===== config.mk =====
export PLATFORM = sky130hd
export DESIGN_NAME = ltd_literal_table_decoder
export DESIGN_NICKNAME = d
export VERILOG_FILES = /design/src/ltd_pkg.sv /design/src/ltd_literal_table_decoder.sv
export VERILOG_INCLUDE_DIRS = /design/src
export SDC_FILE = /design/constraint.sdc
export NUM_CORES = 1
export LEC_CHECK = 0
export BUFFER_PORTS_ARGS = -buffer_cell sky130_fd_sc_hd__buf_2
export CORE_MARGIN = 10
export CORE_UTILIZATION = 38
export CTS_CLUSTER_DIAMETER = 150
export DETAILED_ROUTE_END_ITERATION = 7
export PLACE_DENSITY = 0.63
export SETUP_SLACK_MARGIN = 0.4
export SYNTH_ARGS = -nofsm -noshare
export SYNTH_HDL_FRONTEND = slang
export SYNTH_SLANG_ARGS = --single-unit

===== constraint.sdc =====
create_clock -name hclk -period 4.8 [get_ports hclk]
set_clock_uncertainty 0.1 [all_clocks]
set_input_delay 0.96 -clock hclk [delete_from_list [all_inputs] [get_ports hclk]]
set_output_delay 0.96 -clock hclk [all_outputs]
set_load 0.01 [all_outputs]

===== src/ltd_map.svh =====
// Register offsets, opcode fields, reset values and cycle counts of the literal/table decoder
`ifndef LTD_MAP_SVH
`define LTD_MAP_SVH
// Register byte offsets
`define LTD_OFF_ACC     8'h00
`define LTD_OFF_STATUS  8'h04
`define LTD_OFF_BANK    8'h08
`define LTD_OFF_PTR0    8'h0c
`define LTD_OFF_PTR1    8'h10
`define LTD_OFF_PTR2    8'h14
`define LTD_OFF_TBLPTR  8'h18
`define LTD_OFF_TBLLAT  8'h1c
`define LTD_OFF_PROD    8'h20
`define LTD_OFF_CTRL    8'h24
`define LTD_OFF_STATE   8'h28
// Reset values
`define LTD_RST_ACC     8'h00
`define LTD_RST_FLAGS   5'h00
`define LTD_RST_BANK    4'h0
`define LTD_RST_CTRL    2'h0
// Control register fields
`define LTD_CTRL_PRESC  0
`define LTD_CTRL_NVM    1
// Opcode fields
`define LTD_OPC_ADD     8'h0f
`define LTD_OPC_AND     8'h0b
`define LTD_OPC_OR      8'h09
`define LTD_OPC_XOR     8'h0a
`define LTD_OPC_SUB     8'h08
`define LTD_OPC_MOV     8'h0e
`define LTD_OPC_MUL     8'h0d
`define LTD_OPC_RET     8'h0c
`define LTD_OPC_BANK    12'h010
`define LTD_OPC_PTR     10'h3b8
`define LTD_OPC_PTR2    8'hf0
`define LTD_OPC_TBL     12'h000
`define LTD_OPC_XORF    6'h06
// Instruction word field positions
`define LTD_BIT_TBL     3
`define LTD_BIT_TABLE_WRITE_OP   2
`define LTD_BIT_DEST    9
`define LTD_BIT_BANKED  8
// Table pointer update modes
`define LTD_TBL_NONE    2'b00
`define LTD_TBL_POSTINC 2'b01
`define LTD_TBL_POSTDEC 2'b10
`define LTD_TBL_PREINC  2'b11
// Timing, in instruction cycles of four clocks
`define LTD_Q_PHASES    4
`define LTD_CYC_TWO     2
`define LTD_CYC_NVM     5
`endif


===== src/ltd_pkg.sv =====
// Types shared by the literal/table decoder
package ltd_pkg;
  typedef enum logic [1:0] {
    ST_WAIT  = 2'b00,
    ST_EXEC  = 2'b01,
    ST_WORD2 = 2'b10
  } ltd_state_t;
  typedef enum logic [3:0] {
    OP_NOP   = 4'b0000,
    OP_ADD   = 4'b0001,
    OP_AND   = 4'b0010,
    OP_OR    = 4'b0011,
    OP_XOR   = 4'b0100,
    OP_SUB   = 4'b0101,
    OP_MOV   = 4'b0110,
    OP_MUL   = 4'b0111,
    OP_RET   = 4'b1000,
    OP_BANK  = 4'b1001,
    OP_PTR   = 4'b1010,
    OP_TABLE_READ_OP = 4'b1011,
    OP_TABLE_WRITE_OP = 4'b1100,
    OP_XORF  = 4'b1101
  } ltd_op_t;
  typedef struct packed {
    logic n;
    logic ov;
    logic z;
    logic dc;
    logic c;
  } ltd_flags_t;
  typedef struct packed {
    logic [11:0] addr;
    logic [7:0]  wdata;
    logic        re;
    logic        we;
  } ltd_dmem_req_t;
  typedef struct packed {
    logic [23:0] addr;
    logic [7:0]  wdata;
    logic        rd;
    logic        wr;
  } ltd_tbl_req_t;
endpackage : ltd_pkg

===== src/ltd_literal_table_decoder.sv =====
// Literal, table and register-xor instruction decode and execute with an AHB-Lite register view
//
// Summary of operation
// - Add literal to accumulator, all five flags
// - AND literal with accumulator, zero and negative
// - OR literal with accumulator, zero and negative
// - XOR literal with accumulator, zero and negative
// - Literal minus accumulator, all five flags
// - Load literal into accumulator, flags untouched
// - Multiply literal by accumulator, flags untouched
// - Return loading literal, two cycles, no flags
// - Bank load writes four-bit bank select
// - Two-word pointer load builds twelve-bit value
// - Table read, two cycles, four pointer modes
// - Table write, two cycles or five
// - Started memory write runs until terminated
// - Unconsumed second word executes as no-op
// - Program-counter change adds a no-op cycle
// - Port self-update reads pin levels
// - Timer-zero write clears assigned prescaler
// - Register xor updates negative and zero only
`timescale 1ns/1ns
`include "ltd_map.svh"
module ltd_literal_table_decoder
  import ltd_pkg::*;
#(
  parameter int          TBLPTR_W  = 21,
  parameter logic [11:0] PORT_ADDR = 12'hf80,
  parameter logic [11:0] TIMER_ZERO_COUNT_ADDR = 12'hf90
) (
  // Clock and reset
  input  wire logic          hclk,
  input  wire logic          hresetn,
  // AHB-Lite slave
  input  wire logic          hsel,
  input  wire logic [31:0]   haddr,
  input  wire logic [1:0]    htrans,
  input  wire logic          hwrite,
  input  wire logic [2:0]    hsize,
  input  wire logic [31:0]   hwdata,
  input  wire logic          hready,
  output logic               hreadyout,
  output logic               hresp,
  output logic [31:0]        hrdata,
  // Program memory fetch path
  input  wire logic          instr_valid,
  input  wire logic [15:0]   instr_word,
  output logic               instr_ready,
  output logic               fetch_flush,
  output logic               ret_pop,
  // Data memory
  output ltd_dmem_req_t      dmem,
  input  wire logic [7:0]    dmem_rdata,
  // Port pins and timer zero
  input  wire logic [7:0]    port_pins,
  output logic               presc_clear,
  // Table and nonvolatile memory
  output ltd_tbl_req_t       tbl,
  input  wire logic [7:0]    tbl_rdata,
  output logic               nvm_start,
  input  wire logic          nvm_done,
  output logic               nvm_busy
);
  if (TBLPTR_W < 8 || TBLPTR_W > 24) begin : g_chk
    $error("TBLPTR_W must lie between 8 and 24");
  end

  ltd_state_t            st_reg;
  logic [1:0]            ph_reg;
  logic [2:0]            cyc_reg;
  logic [2:0]            last_reg;
  logic [15:0]           ir_reg;
  logic                  nvm_go_reg;
  logic                  nvm_busy_reg;
  ltd_op_t               op;
  ltd_op_t               op_in;
  logic [7:0]            acc_reg;
  ltd_flags_t            flags_reg;
  logic [3:0]            bank_reg;
  logic [11:0]           ptr_reg [3];
  logic [TBLPTR_W-1:0]   tblptr_reg;
  logic [7:0]            tablat_reg;
  logic [15:0]           prod_reg;
  logic [1:0]            ctrl_reg;
  logic [7:0]            dsrc_reg;
  logic [7:0]            pin_meta_reg;
  logic [7:0]            pin_sync_reg;
  logic                  exec0;
  logic                  accept;
  logic [7:0]            k;
  logic [7:0]            alu_res;
  ltd_flags_t            alu_flags;
  logic [8:0]            sum9;
  logic [4:0]            sum5;
  logic [7:0]            src_now;
  logic                  a_ph;
  logic                  wr_pend_reg;
  logic [7:0]            ha_reg;
  logic [31:0]           rd_val;

  function automatic ltd_op_t decode(input logic [15:0] w);
    ltd_op_t o;
    o = OP_NOP;
    case (w[15:8])
      `LTD_OPC_ADD: o = OP_ADD;
      `LTD_OPC_AND: o = OP_AND;
      `LTD_OPC_OR:  o = OP_OR;
      `LTD_OPC_XOR: o = OP_XOR;
      `LTD_OPC_SUB: o = OP_SUB;
      `LTD_OPC_MOV: o = OP_MOV;
      `LTD_OPC_MUL: o = OP_MUL;
      `LTD_OPC_RET: o = OP_RET;
      default:      o = OP_NOP;
    endcase
    if (w[15:4] == `LTD_OPC_BANK) o = OP_BANK;
    if (w[15:6] == `LTD_OPC_PTR) o = OP_PTR;
    if (w[15:4] == `LTD_OPC_TBL && w[`LTD_BIT_TBL])
      o = w[`LTD_BIT_TABLE_WRITE_OP] ? OP_TABLE_WRITE_OP : OP_TABLE_READ_OP;
    if (w[15:10] == `LTD_OPC_XORF) o = OP_XORF;
    return o;
  endfunction : decode

  function automatic logic [2:0] last_cycle(input ltd_op_t o, input logic go);
    logic [2:0] n;
    n = 3'd0;
    case (o)
      OP_RET, OP_TABLE_READ_OP, OP_PTR: n = 3'(`LTD_CYC_TWO - 1);
      OP_TABLE_WRITE_OP:                 n = go ? 3'(`LTD_CYC_NVM - 1) : 3'(`LTD_CYC_TWO - 1);
      default:                  n = 3'd0;
    endcase
    return n;
  endfunction : last_cycle

  assign op_in       = decode(instr_word);
  assign op          = decode(ir_reg);
  assign k           = ir_reg[7:0];
  assign accept      = instr_valid && (st_reg == ST_WAIT);
  assign exec0       = (st_reg == ST_EXEC) && (ph_reg == 2'(`LTD_Q_PHASES - 1)) && (cyc_reg == 3'd0);
  assign instr_ready = (st_reg == ST_WAIT) || (st_reg == ST_WORD2);
  assign nvm_busy    = nvm_busy_reg;
  assign hreadyout   = 1'b1;
  assign hresp       = 1'b0;

  // Sequencer: Q1 is the cycle in which the word is taken
  always_ff @(posedge hclk or negedge hresetn) begin
    if (!hresetn) begin
      st_reg     <= ST_WAIT;
      ph_reg     <= 2'd0;
      cyc_reg    <= 3'd0;
      last_reg   <= 3'd0;
      ir_reg     <= 16'h0000;
      nvm_go_reg <= 1'b0;
    end else begin
      case (st_reg)
        ST_WAIT: begin
          if (instr_valid) begin
            ir_reg     <= instr_word;
            st_reg     <= ST_EXEC;
            ph_reg     <= 2'd1;
            cyc_reg    <= 3'd0;
            nvm_go_reg <= ctrl_reg[`LTD_CTRL_NVM] && !nvm_busy_reg;
            last_reg   <= last_cycle(op_in, ctrl_reg[`LTD_CTRL_NVM] && !nvm_busy_reg);
          end
        end
        ST_EXEC: begin
          ph_reg <= ph_reg + 2'd1;
          if (ph_reg == 2'(`LTD_Q_PHASES - 1)) begin
            if (cyc_reg == last_reg) begin
              st_reg <= ST_WAIT;
            end else begin
              cyc_reg <= cyc_reg + 3'd1;
              if (op == OP_PTR) st_reg <= ST_WORD2;
            end
          end
        end
        ST_WORD2: begin
          if (instr_valid) begin
            st_reg <= ST_EXEC;
            ph_reg <= 2'd1;
          end
        end
        default: st_reg <= ST_WAIT;
      endcase
    end
  end

  // Pin synchroniser
  always_ff @(posedge hclk or negedge hresetn) begin
    if (!hresetn) begin
      pin_meta_reg <= 8'h00;
      pin_sync_reg <= 8'h00;
    end else begin
      pin_meta_reg <= port_pins;
      pin_sync_reg <= pin_meta_reg;
    end
  end

  assign src_now = (dmem.addr == PORT_ADDR) ? pin_sync_reg : dmem_rdata;

  // Arithmetic and logic unit
  always_comb begin
    alu_flags = flags_reg;
    alu_res   = acc_reg;
    sum9      = 9'h000;
    sum5      = 5'h00;
    case (op)
      OP_ADD: begin
        sum9        = {1'b0, acc_reg} + {1'b0, k};
        sum5        = {1'b0, acc_reg[3:0]} + {1'b0, k[3:0]};
        alu_res     = sum9[7:0];
        alu_flags.c = sum9[8];
        alu_flags.dc = sum5[4];
        alu_flags.ov = (acc_reg[7] == k[7]) && (alu_res[7] != k[7]);
      end
      OP_SUB: begin
        sum9        = {1'b0, k} + {1'b0, ~acc_reg} + 9'h001;
        sum5        = {1'b0, k[3:0]} + {1'b0, ~acc_reg[3:0]} + 5'h01;
        alu_res     = sum9[7:0];
        alu_flags.c = sum9[8];
        alu_flags.dc = sum5[4];
        alu_flags.ov = (k[7] != acc_reg[7]) && (alu_res[7] != k[7]);
      end
      OP_AND:  alu_res = acc_reg & k;
      OP_OR:   alu_res = acc_reg | k;
      OP_XOR:  alu_res = acc_reg ^ k;
      OP_XORF: alu_res = acc_reg ^ dsrc_reg;
      default: alu_res = acc_reg;
    endcase
    alu_flags.z = (alu_res == 8'h00);
    alu_flags.n = alu_res[7];
  end

  // Accumulator, flags, bank and product
  always_ff @(posedge hclk or negedge hresetn) begin
    if (!hresetn) begin
      acc_reg   <= `LTD_RST_ACC;
      flags_reg <= `LTD_RST_FLAGS;
      bank_reg  <= `LTD_RST_BANK;
      prod_reg  <= 16'h0000;
    end else if (exec0) begin
      case (op)
        OP_ADD, OP_SUB, OP_AND, OP_OR, OP_XOR: begin
          acc_reg   <= alu_res;
          flags_reg <= (op == OP_ADD || op == OP_SUB) ? alu_flags
                       : ltd_flags_t'{n: alu_flags.n, ov: flags_reg.ov, z: alu_flags.z,
                                      dc: flags_reg.dc, c: flags_reg.c};
        end
        OP_MOV:  acc_reg <= k;
        OP_RET:  acc_reg <= k;
        OP_MUL:  prod_reg <= acc_reg * k;
        OP_BANK: bank_reg <= k[3:0];
        OP_XORF: begin
          if (!ir_reg[`LTD_BIT_DEST]) acc_reg <= alu_res;
          flags_reg.z <= alu_flags.z;
          flags_reg.n <= alu_flags.n;
        end
        default: acc_reg <= acc_reg;
      endcase
    end else if (wr_pend_reg) begin
      case (ha_reg)
        `LTD_OFF_ACC:    acc_reg   <= hwdata[7:0];
        `LTD_OFF_STATUS: flags_reg <= hwdata[4:0];
        `LTD_OFF_BANK:   bank_reg  <= hwdata[3:0];
        default:         acc_reg   <= acc_reg;
      endcase
    end
  end

  // Return and flush pulses in the no-op second cycle
  always_ff @(posedge hclk or negedge hresetn) begin
    if (!hresetn) begin
      ret_pop     <= 1'b0;
      fetch_flush <= 1'b0;
    end else begin
      ret_pop     <= exec0 && (op == OP_RET);
      fetch_flush <= exec0 && (op == OP_RET);
    end
  end

  // Indirect pointers
  always_ff @(posedge hclk or negedge hresetn) begin
    if (!hresetn) begin
      for (int i = 0; i < 3; i++) ptr_reg[i] <= 12'h000;
    end else if (st_reg == ST_WORD2 && instr_valid && ir_reg[5:4] != 2'b11) begin
      // join upper nibble and low byte
      ptr_reg[ir_reg[5:4]] <= {ir_reg[3:0], instr_word[7:0]};
    end
  end

  // Register path over four phases
  always_ff @(posedge hclk or negedge hresetn) begin
    if (!hresetn) begin
      dmem        <= '0;
      dsrc_reg    <= 8'h00;
      presc_clear <= 1'b0;
    end else begin
      presc_clear <= 1'b0;
      dmem.we     <= 1'b0;
      if (accept && op_in == OP_XORF) begin
        dmem.addr <= instr_word[`LTD_BIT_BANKED] ? {bank_reg, instr_word[7:0]}
                     : {{4{instr_word[7]}}, instr_word[7:0]};
        dmem.re   <= 1'b1;
      end else begin
        dmem.re   <= 1'b0;
      end
      if (st_reg == ST_EXEC && ph_reg == 2'd2 && cyc_reg == 3'd0 && op == OP_XORF) begin
        dsrc_reg    <= src_now;
        dmem.wdata  <= acc_reg ^ src_now;
        dmem.we     <= ir_reg[`LTD_BIT_DEST];
        presc_clear <= ir_reg[`LTD_BIT_DEST] && (dmem.addr == TIMER_ZERO_COUNT_ADDR)
                       && ctrl_reg[`LTD_CTRL_PRESC];
      end
    end
  end

  // Table pointer, latch and memory strobes
  always_ff @(posedge hclk or negedge hresetn) begin
    if (!hresetn) begin
      tbl        <= '0;
      tblptr_reg <= '0;
      tablat_reg <= 8'h00;
      nvm_start  <= 1'b0;
    end else begin
      tbl.rd    <= 1'b0;
      tbl.wr    <= 1'b0;
      nvm_start <= 1'b0;
      if (exec0 && (op == OP_TABLE_READ_OP || op == OP_TABLE_WRITE_OP)) begin
        tbl.addr  <= 24'((ir_reg[1:0] == `LTD_TBL_PREINC) ? tblptr_reg + 1'b1 : tblptr_reg);
        tbl.wdata <= tablat_reg;
        tbl.rd    <= (op == OP_TABLE_READ_OP);
        tbl.wr    <= (op == OP_TABLE_WRITE_OP);
        nvm_start <= (op == OP_TABLE_WRITE_OP) && nvm_go_reg;
        case (ir_reg[1:0])
          `LTD_TBL_POSTINC, `LTD_TBL_PREINC: tblptr_reg <= tblptr_reg + 1'b1;
          `LTD_TBL_POSTDEC:                  tblptr_reg <= tblptr_reg - 1'b1;
          default:                           tblptr_reg <= tblptr_reg;
        endcase
      end else if (wr_pend_reg && ha_reg == `LTD_OFF_TBLPTR) begin
        tblptr_reg <= hwdata[TBLPTR_W-1:0];
      end
      if (st_reg == ST_EXEC && cyc_reg == 3'd1 && ph_reg == 2'd1 && op == OP_TABLE_READ_OP) begin
        tablat_reg <= tbl_rdata;
      end else if (wr_pend_reg && ha_reg == `LTD_OFF_TBLLAT) begin
        tablat_reg <= hwdata[7:0];
      end
    end
  end

  // Memory write busy; start beats done, control bits cannot abort
  always_ff @(posedge hclk or negedge hresetn) begin
    if (!hresetn) begin
      nvm_busy_reg <= 1'b0;
    end else if (nvm_start) begin
      nvm_busy_reg <= 1'b1;
    end else if (nvm_done) begin
      nvm_busy_reg <= 1'b0;
    end
  end

  // Control register
  always_ff @(posedge hclk or negedge hresetn) begin
    if (!hresetn) begin
      ctrl_reg <= `LTD_RST_CTRL;
    end else if (wr_pend_reg && ha_reg == `LTD_OFF_CTRL) begin
      ctrl_reg <= hwdata[1:0];
    end
  end

  // Bus slave: zero wait states, read data registered at the address phase
  assign a_ph = hsel && htrans[1] && hready;

  always_comb begin
    case (haddr[7:0])
      `LTD_OFF_ACC:    rd_val = {24'h000000, acc_reg};
      `LTD_OFF_STATUS: rd_val = {27'h0000000, flags_reg};
      `LTD_OFF_BANK:   rd_val = {28'h0000000, bank_reg};
      `LTD_OFF_PTR0:   rd_val = {20'h00000, ptr_reg[0]};
      `LTD_OFF_PTR1:   rd_val = {20'h00000, ptr_reg[1]};
      `LTD_OFF_PTR2:   rd_val = {20'h00000, ptr_reg[2]};
      `LTD_OFF_TBLPTR: rd_val = 32'(tblptr_reg);
      `LTD_OFF_TBLLAT: rd_val = {24'h000000, tablat_reg};
      `LTD_OFF_PROD:   rd_val = {16'h0000, prod_reg};
      `LTD_OFF_CTRL:   rd_val = {30'h00000000, ctrl_reg};
      `LTD_OFF_STATE:  rd_val = {29'h00000000, nvm_busy_reg, st_reg};
      default:         rd_val = 32'h00000000;
    endcase
    if (haddr[31:8] != 24'h000000) rd_val = 32'h00000000;
  end

  always_ff @(posedge hclk or negedge hresetn) begin
    if (!hresetn) begin
      wr_pend_reg <= 1'b0;
      ha_reg      <= 8'h00;
      hrdata      <= 32'h00000000;
    end else begin
      wr_pend_reg <= a_ph && hwrite && (haddr[31:8] == 24'h000000);
      if (a_ph) ha_reg <= haddr[7:0];
      if (a_ph && !hwrite) hrdata <= rd_val;
    end
  end
endmodule : ltd_literal_table_decoder


# Yosys cells after proc, flatten, opt, wreduce, memory -nomap -nowiden
# Memory sizes are Yosys's and may differ from the RTL's.
# Index checks and enable logic that the tools add are counted.
dict set report classes {
  addsub 11
  multipliers 1
  n_lt_le_gt_ge 2
  n_eq_ne 69
  n_mux 64
  n_bitwise 8
  n_reduce_logical 71
}
# op count
set ops {}
lappend ops {{one-hot mux 21 bit (11 select lines)} 1}
lappend ops {{two-way mux 4 bit} 15}
lappend ops {{two-way mux 8 bit} 7}
lappend ops {{== test 8 x 5 -> 1 bit, second input constant} 6}
lappend ops {{one-hot mux 8 bit (6 select lines)} 1}
lappend ops {{== test 4 bit, second input constant} 11}
lappend ops {{two-way mux 21 bit} 2}
lappend ops {{one-hot mux 21 bit (2 select lines)} 1}
lappend ops {{bitwise mux 36 bit} 1}
lappend ops {{== test 8 x 6 -> 1 bit, second input constant} 4}
lappend ops {{two-way mux 32 bit} 1}
lappend ops {{logical AND 1 bit} 31}
lappend ops {{demux 12 bit (select 2 bit)} 1}
lappend ops {{== test 12 bit, second input constant} 2}
lappend ops {{== test 12 x 5 -> 1 bit, second input constant} 2}
lappend ops {{== test 8 x 4 -> 1 bit, second input constant} 3}
lappend ops {{zero test 12 bit} 2}
lappend ops {{zero test 24 bit} 1}
lappend ops {{zero test 8 bit} 3}
lappend ops {{two-way mux 12 bit} 2}
lappend ops {{one-hot mux 8 bit (3 select lines)} 1}
lappend ops {{nonzero test 24 bit} 1}
lappend ops {{bitwise XOR 8 bit} 3}
lappend ops {{adder 21 x 1 -> 22 bit, second input constant} 1}
lappend ops {{54 further kinds} 123}
dict set report totals {
  ff_bits 250
  rom_bits 128
  in_bits 116
  output_inout_bits 96
  wordCells 266
  mem_count 2
}
# name words width rd rd_clocked_by_memory_dff write_ports line_no
set mem_list {}
lappend mem_list {{(no name shown)} 16 4 1 0 0 ltd_literal_table_decoder.sv:104} ;# case (w[15:8])
lappend mem_list {{(no name shown)} 16 4 1 0 0 ltd_literal_table_decoder.sv:104}

# Longest topological paths before layout
# Gate-level depths: netlist of the first run.
dict set report depth {
  word_depth 12
  ltp_mapped 22
  depth_no_buf 20
}

# Least setup slack after synthesis of the first run
# Ideal clock, no wire load.
dict set report synth_path {
  path_kind {register -> register}
  from {reg ir_reg[2]}
  to {reg prod_reg[15]}
  setup_ns 0.127
  t_arrival_ns 4.501
  required_ns 4.573
  path_slack_ns 0.072
  stages_incl_launch_ff 22
  path_buffers 2
  synth_period_minus_slack_ns 4.728
  cell_sequence {dfrtp_1 > clkbuf_1 > inv_1 > clkbuf_1 > nor2_1 > fa_1 > inv_1 > fa_1 > inv_1 > fa_1 > inv_1 > fa_1 > inv_1 > ha_1 > inv_1 > a21oi_1 > o21ai_0 > a21oi_1 > a31oi_1 > o21ai_0 > xnor2_1 > o21ai_0}
}
dict set report synth_between {
  elab_chain_cells 5
  word_cells_on_any_way 6
  cone_classes {mul (1); eq/ne (1); mux (3); reduce/logical (1)}
}
# element line_no
set synth_lines {}
lappend synth_lines {{from (decl)} ltd_literal_table_decoder.sv:72} ;# logic [15:0] ir_reg;
lappend synth_lines {{from (signal assigned)} ltd_literal_table_decoder.sv:157} ;# ir_reg <= instr_word;
lappend synth_lines {{parallel branches: the longest is 5 deep, another holds multiplier 8 x 8 -> 16 bit} n/a}
lappend synth_lines {{to (signal assigned)} ltd_literal_table_decoder.sv:250} ;# OP_MUL: prod_reg <= acc_reg * k;
lappend synth_lines {{to (decl)} ltd_literal_table_decoder.sv:83} ;# logic [15:0] prod_reg;
# Parallel ways; which one is timed is not known.
# A chain may end at the register's enable or synchronous reset.

# Final worst setup path of the first run
dict set report layout_path {
  from {reg acc_reg[3]}
  to {reg prod_reg[15]}
}
dict set report layout_between {
  elab_chain_cells 1
}
# element line_no
set layout_lines {}
lappend layout_lines {{from (decl)} ltd_literal_table_decoder.sv:77} ;# logic [7:0] acc_reg;
lappend layout_lines {{from (signal assigned)} ltd_literal_table_decoder.sv:236} ;# acc_reg <= `LTD_RST_ACC;
lappend layout_lines {{from (signal assigned)} ltd_literal_table_decoder.sv:243} ;# acc_reg <= alu_res;
lappend layout_lines {{from (signal assigned)} ltd_literal_table_decoder.sv:248} ;# OP_MOV: acc_reg <= k;
lappend layout_lines {{multiplier 8 x 8 -> 16 bit} ltd_literal_table_decoder.sv:250}
# Every way passes these cells.

==> results.cfg, run 1 <==
[layout]
diodes = 0
drive_gt1_frac = 0.240
final_cell_mix = dfrtp_1 (231), nand2_1 (197), buf_2 (180), nor2_1 (166), a21oi_1 (102)
largest_reg_flops = 36
syn2layout_area_growth_pct = 20.3
final_common_cell = dfrtp_1
nets = 2120

[synthesis]
synth_ff_type = dfrtp_1
yosys_register_bits = 238
syn_inst = 1638
yosysWarnings = 0
synth_edf_count = 0
ys_seq_area_frac = 0.392
postSynth.asyncResetShare = 1.00
synth.top_cell.area_share = 0.392
yosysUniqueCellTypes = 84
avgSynthCellArea_um2 = 9.28
netlist_area_um2 = 15200
yosys.area.top_type = dfrtp_1
synthTopCellsByArea = dfrtp_1 (39%), ha_1 (7.6%), fa_1 (5.1%)

[global_route]
track_usage = 0.201
grt_first_pass_wirelength_mm = 76.4
grt_start_max_net_pins = 114
overflow = 0
antenna_found_initial = 0
grt_pass1_vias = 13100

[sta]
max_freq_mhz = 229
period_share = 0.909
worst_slew_pin_slew_ns = 0.950
slew_headroom = 0.364
fin_crit_ns = 4.36
hold_viol = 0
setup_viol = 0
setup_tns_ns = 0
slew_viol_final = 0
rsz0062_at_grt = true

[routing]
vias = 13200
drt-pass1-iter-count = 6
ant_nets = 0
wl_per_cell_um = 20.5
drc = 0
drt_iter0_markers = 1056
vias_per_cell = 5.44
routed_wl_mm = 49.6

[floorplanning]
dieArea_um2 = 48400
core_area_um2 = 39600
rows = 73
num_io_pins = 212
initial_utilization = 0.383
die_w_um = 220
die_y_um = 220

[placed_design]
place.gp.congestion = 0.949
port_buffers = 181
dp_hpwl_mm = 37.3

[critical_path]
arrival_ns = 4.72
max_stage_delay_ns = 0.56
reg2reg_to = prod_reg[15]
cp_slowest_cell = fa_1
path_max_fanout = 6
startpoint_type = flip-flop
cp.required_ns = 5.15
path_buf_inv = 4
worst-path-stages = 17
endpoint_kind = flip-flop
rr_startpoint = acc_reg[3]
rrSetupSlack_ns = 0.44
reg2regPathDepth = 17
cp_top_family = adder cells
crit_chain = buf_4, ha_2, fa_2, fa_1, fa_1, inv_2, fa_1, inv_2, ha_4, inv_2, a21oi_4, o21ai_2, a21oi_2, a31oi_4, o21ai_2, xnor2_1, o21ai_1
critPathKind = reg2reg

[run]
maxCapViolations = 0

[clock_network]
htree_levels = 1
cts_buffers = 27
cts_tree = done
postCtsHoldBufs = 0
cts-root-buf = clkbuf_16
clkSlewWorstSetupHoldPaths_ns = 0.06
clk_latency_ns = 0.58
cts_sinks = 238
cts.path.max_buffers = 3

[power_and_ir_drop]
max-vdd-ir-drop_v = 0.00133
power_uw = 15700
power_density_nw_per_um2 = 860
p_leak_uw = 0.00872

[hold_path]
hp-class = reg2reg
min_from = pin_meta_reg[3]
whs_endpoint = pin_sync_reg[3]
hold_depth = 0

[outcome]
status = finished clean
-- kinds of logic (layout without fill, tap and decap cells) --
family | count (synthesis) | in the layout | synth area share
AND/OR/NAND/NOR | 546 | 546 | 0.166
AO/OA/AOI/OAI | 389 | 389 | 0.166
flip-flops | 238 | 238 | 0.392
buffers and inverters | 185 | 427 | 0.0520
adder cells (fa/ha/maj) | 131 | 131 | 0.127
multiplexers | 82 | 82 | 0.0585
XOR/XNOR | 65 | 65 | 0.0375
other | 2 | 15 | 0.000494
-- stage by stage --
stage / hold WS (ns) / area, µm² / util / std cells / worst slack (ns)
3_5_place_dp: 0.235 / 17000 / 0.429 / 2343 / 0.157
3_3_place_gp: 0.232 / 17000 / 0.429 / 2343 / 0.227
5_1_grt: 0.256 / 18300 / 0.461 / 2418 / 0.243
4_1_cts: 0.250 / 18000 / 0.454 / 2398 / 0.418
2_1_floorplan: 0.231 / 15300 / - / 1651 / 0.401
6_report: 0.245 / 18300 / 0.461 / 2418 / 0.435
-- where the power goes --
group	total (µW)	internal, µW	switching (µW)
combinational	11100	5070	6080
sequential	2500	2230	272
clock	2080	1210	869
-- per-layer routing --
layer,global-route usage,up-vias,routed length [µm]
met3,0.0325,86,3260
li1,-,6207,-
met4,0.0587,0,1510
met1,0.270,6421,21800
met2,0.328,436,23000
met5,0,-,0
-- layout make-up --
class                           count  area (µm²)
Tap cell                          525         657
Fill cell                        3792       21400
Multi-Input combinational cell   1228        8710
Clock inverter                     10         121
Inverter                          104         412
Clock buffer                       39         761
Sequential cell                   238        5960
Timing Repair Buffer              274        1660
-- repair_timing --
action / CTS / global route
endpoints found under the setup margin: 5 / 6
resized for setup: 32 / 39
buffers inserted: 6 / 20
pin swaps: 13 / 42
-- how the worst max path moves through the flow --
| stage | end | from |
|---|---|---|
| 2_1_floorplan | prod_reg[15] | ir_reg[2] |
| 3_3_place_gp | prod_reg[15] | ir_reg[7] |
| 3_5_place_dp | prod_reg[15] | acc_reg[3] |
| 4_1_cts | prod_reg[15] | ir_reg[4] |
| 5_1_grt | prod_reg[15] | ir_reg[2] |
| 6_report | prod_reg[15] | acc_reg[3] |
-- synth_stat cells (12+ instances only) --
cell type and count:
a31oi_1 30, a22oi_1 24, nor3_1 28, o31ai_1 12, a22o_1 13, nand2b_1 12, inv_1 92, clkbuf_1 49
dfrtp_1 238, ha_1 92, mux2i_1 27, buf_4 18, nand3_1 28, mux2_2 55, o21ai_0 84, xor2_1 21
nand2_1 197, nand4_1 17, a21o_1 28, nor2_1 173, nor4_1 17, xnor2_1 44, fa_1 39, a21oi_1 106
(Power assumes the default switching activity.)
==> run 2: changes to the inputs <==
ABC_AREA = 1   (was default)
==> run 2 against run 1 <==
Effect of this change:
- clock-buffer cell count down 5
- first-iteration DRC count grew 32%
- non-clock buffer count shrank 35
- critical path type unchanged
==> results.cfg, run 2 <==
[routing]
wl_per_cell_um = 19.2
ant_nets = 0
drt-pass1-iter-count = 5
drc = 0
vias_per_cell = 5.33
routed_wl_mm = 54.0
vias = 14900
drt_iter0_markers = 1398

[power_and_ir_drop]
power_density_nw_per_um2 = 930
combPwrFrac = 0.729
max-vdd-ir-drop_v = 0.00145
p_leak_uw = 0.00976
switchingPower_uw = 8750
p_clk_frac = 0.115
sequentialPowerShare = 0.156
internal_power_uw = 8700
switching_share = 0.501

[critical_path]
cp.required_ns = 5.09
path_buf_inv = 4
startpoint_type = flip-flop
rrSetupSlack_ns = 0.32
arrival_ns = 4.77
cp_slowest_cell = fa_1
endpoint_kind = flip-flop
crit_chain = buf_4, ha_1, fa_1, fa_1, fa_1, inv_1, fa_1, inv_2, ha_4, a21oi_4, o21ai_2, a21oi_2, inv_1, a21oi_2, o21bai_1, nand2_1, nand2_1, a21oi_2, xor2_1, o21ai_1
max_stage_delay_ns = 0.51
cp_top_family = adder cells
critPathKind = reg2reg
crit_top_cell = fa_1
path_max_fanout = 6

[clock_network]
clkSlewWorstSetupHoldPaths_ns = 0.06
cts-root-buf = clkbuf_16
cts_buffers = 25
cts.path.max_buffers = 3
cts_sinks = 238
postCtsHoldBufs = 0
clk_latency_ns = 0.54
htree_levels = 1
cts_tree = done

[global_route]
antenna_found_initial = 0
track_usage = 0.207
overflow = 0
grt_pass1_vias = 15000
grt_start_max_net_pins = 125
grt_first_pass_wirelength_mm = 83.8

[outcome]
status = finished clean

[layout]
final_area_um2 = 18800
multi_input_area_um2 = 8800
regArea_um2 = 5970
drive_gt1_frac = 0.170
syn2layout_area_growth_pct = 16.5
final_cell_mix = nand2_1 (468), inv_1 (275), dfrtp_1 (227), o21ai_0 (205), buf_2 (180)
diodes = 0
nFillCells = 4173
instances_no_fill = 2806
final_common_cell = nand2_1
largest_reg_flops = 36
nets = 2497

[placed_design]
place.gp.congestion = 0.958
port_buffers = 181
pre_cts_slack_ns = 0.0349
dp_hpwl_mm = 42.0
dp.cells = 2736
dpl-instance-area_um2 = 17600

[floorplanning]
die_y_um = 226
rows = 75
initial_utilization = 0.384
core_area_um2 = 41900
num_io_pins = 212
dieArea_um2 = 51000
die_w_um = 226

[sta]
worst_slew_pin_slew_ns = 1.05
slew_headroom = 0.299
setup_slack_ns = 0.320
rsz0062_at_grt = true
setup_viol = 0
fin_crit_ns = 4.48
hold_viol = 0
hold_ws_ns = 0.246
setup_tns_ns = 0
max_freq_mhz = 223
period_share = 0.933
slew_viol_final = 0

[synthesis]
yosys_register_bits = 238
syn_inst = 2055
netlist_area_um2 = 16100
synthTopCellsByCount = nand2_1 (469), inv_1 (278), dfrtp_1 (238), o21ai_0 (211), nor2_1 (116)
synth_ff_type = dfrtp_1
synth.top_cell.area_share = 0.370
synth.most_common_cell = nand2_1
postSynth.asyncResetShare = 1.00
synthTopCellsByArea = dfrtp_1 (37%), nand2_1 (11%), ha_1 (7.1%)
avgSynthCellArea_um2 = 7.83
yosysUniqueCellTypes = 64
ys_seq_area_frac = 0.370
synth_edf_count = 0
yosysWarnings = 0
yosys.area.top_type = dfrtp_1

[run]
maxCapViolations = 0

[hold_path]
hp-class = reg2reg
## run 2: cell count changes in the layout (fill, tap and decap cells not counted), sizes merged, moves of 35 or more
cell   delta
buf      -35
inv     +194
mux2     -47
nand2   +278
nand3    +76
nor2     -46
o21ai   +134
xnor2    -37
## run 2: power groups by stage
stage	sequential [µW]	combinational [µW]	clock [µW]
final	2720	12700	2000
after global placement	2750	10800	0
after CTS	2720	11900	2030
after detailed placement	2760	11000	0
after floorplan	2610	8450	0
after global routing	2770	14300	2110
## run 2: area by class of cell
type | instances | share of cell area
clock inverters | 10 | 0.00680
inverters | 297 | 0.0596
flip-flops and latches | 238 | 0.318
repair buffers | 239 | 0.0731
clock buffers | 34 | 0.0373
well taps | 539 | 0.0360
multi-input cells | 1449 | 0.469
## run 2: what timing repair did
action | 4_1_cts | 5_1_grt
pin swaps | 9 | 18
setup buffers | 19 | 7
endpoints found under the setup margin | 2 | 3
resized for setup | 29 | 13
## run 2: worst paths after layout
check                                      from  depth (start not counted)              end
worst max register to register       acc_reg[3]                         20     prod_reg[14]
worst min register to register  pin_meta_reg[3]                          0  pin_sync_reg[3]
worst max-delay path                 acc_reg[3]                         20     prod_reg[14]
worst min-delay path            pin_meta_reg[3]                          0  pin_sync_reg[3]
min in group asynchronous               hresetn                          1           tbl[6]
max in group asynchronous               hresetn                          2        hrdata[6]
## run 2: cell families (layout without fill, tap and decap cells)
kind of cell,Yosys count,after routing,share of synthesized area
and+or+nand+nor,801,801,0.217
AOI/OAI and AO/OA,436,436,0.159
buffers and inverters,381,580,0.0963
DFF,238,238,0.370
adders and majority gates,131,131,0.120
xor gates and xnor gates,58,58,0.0316
muxes,8,8,0.00560
other,2,15,0.000466
## run 2: metal layers
metal | vias up | wire length, µm | track usage
met1 | 7216 | 23700 | 0.278
met5 | - | 0 | 0
met4 | 0 | 1750 | 0.0617
met3 | 85 | 3830 | 0.0307
met2 | 524 | 24700 | 0.339
li1 | 7122 | - | -
## run 2: through the flow
stage | utilization | power [µW]
floorplan | - | 11100
global placement | 0.420 | 13600
detailed placement | 0.420 | 13800
CTS | 0.445 | 16600
global route | 0.447 | 19200
finish | 0.447 | 17400
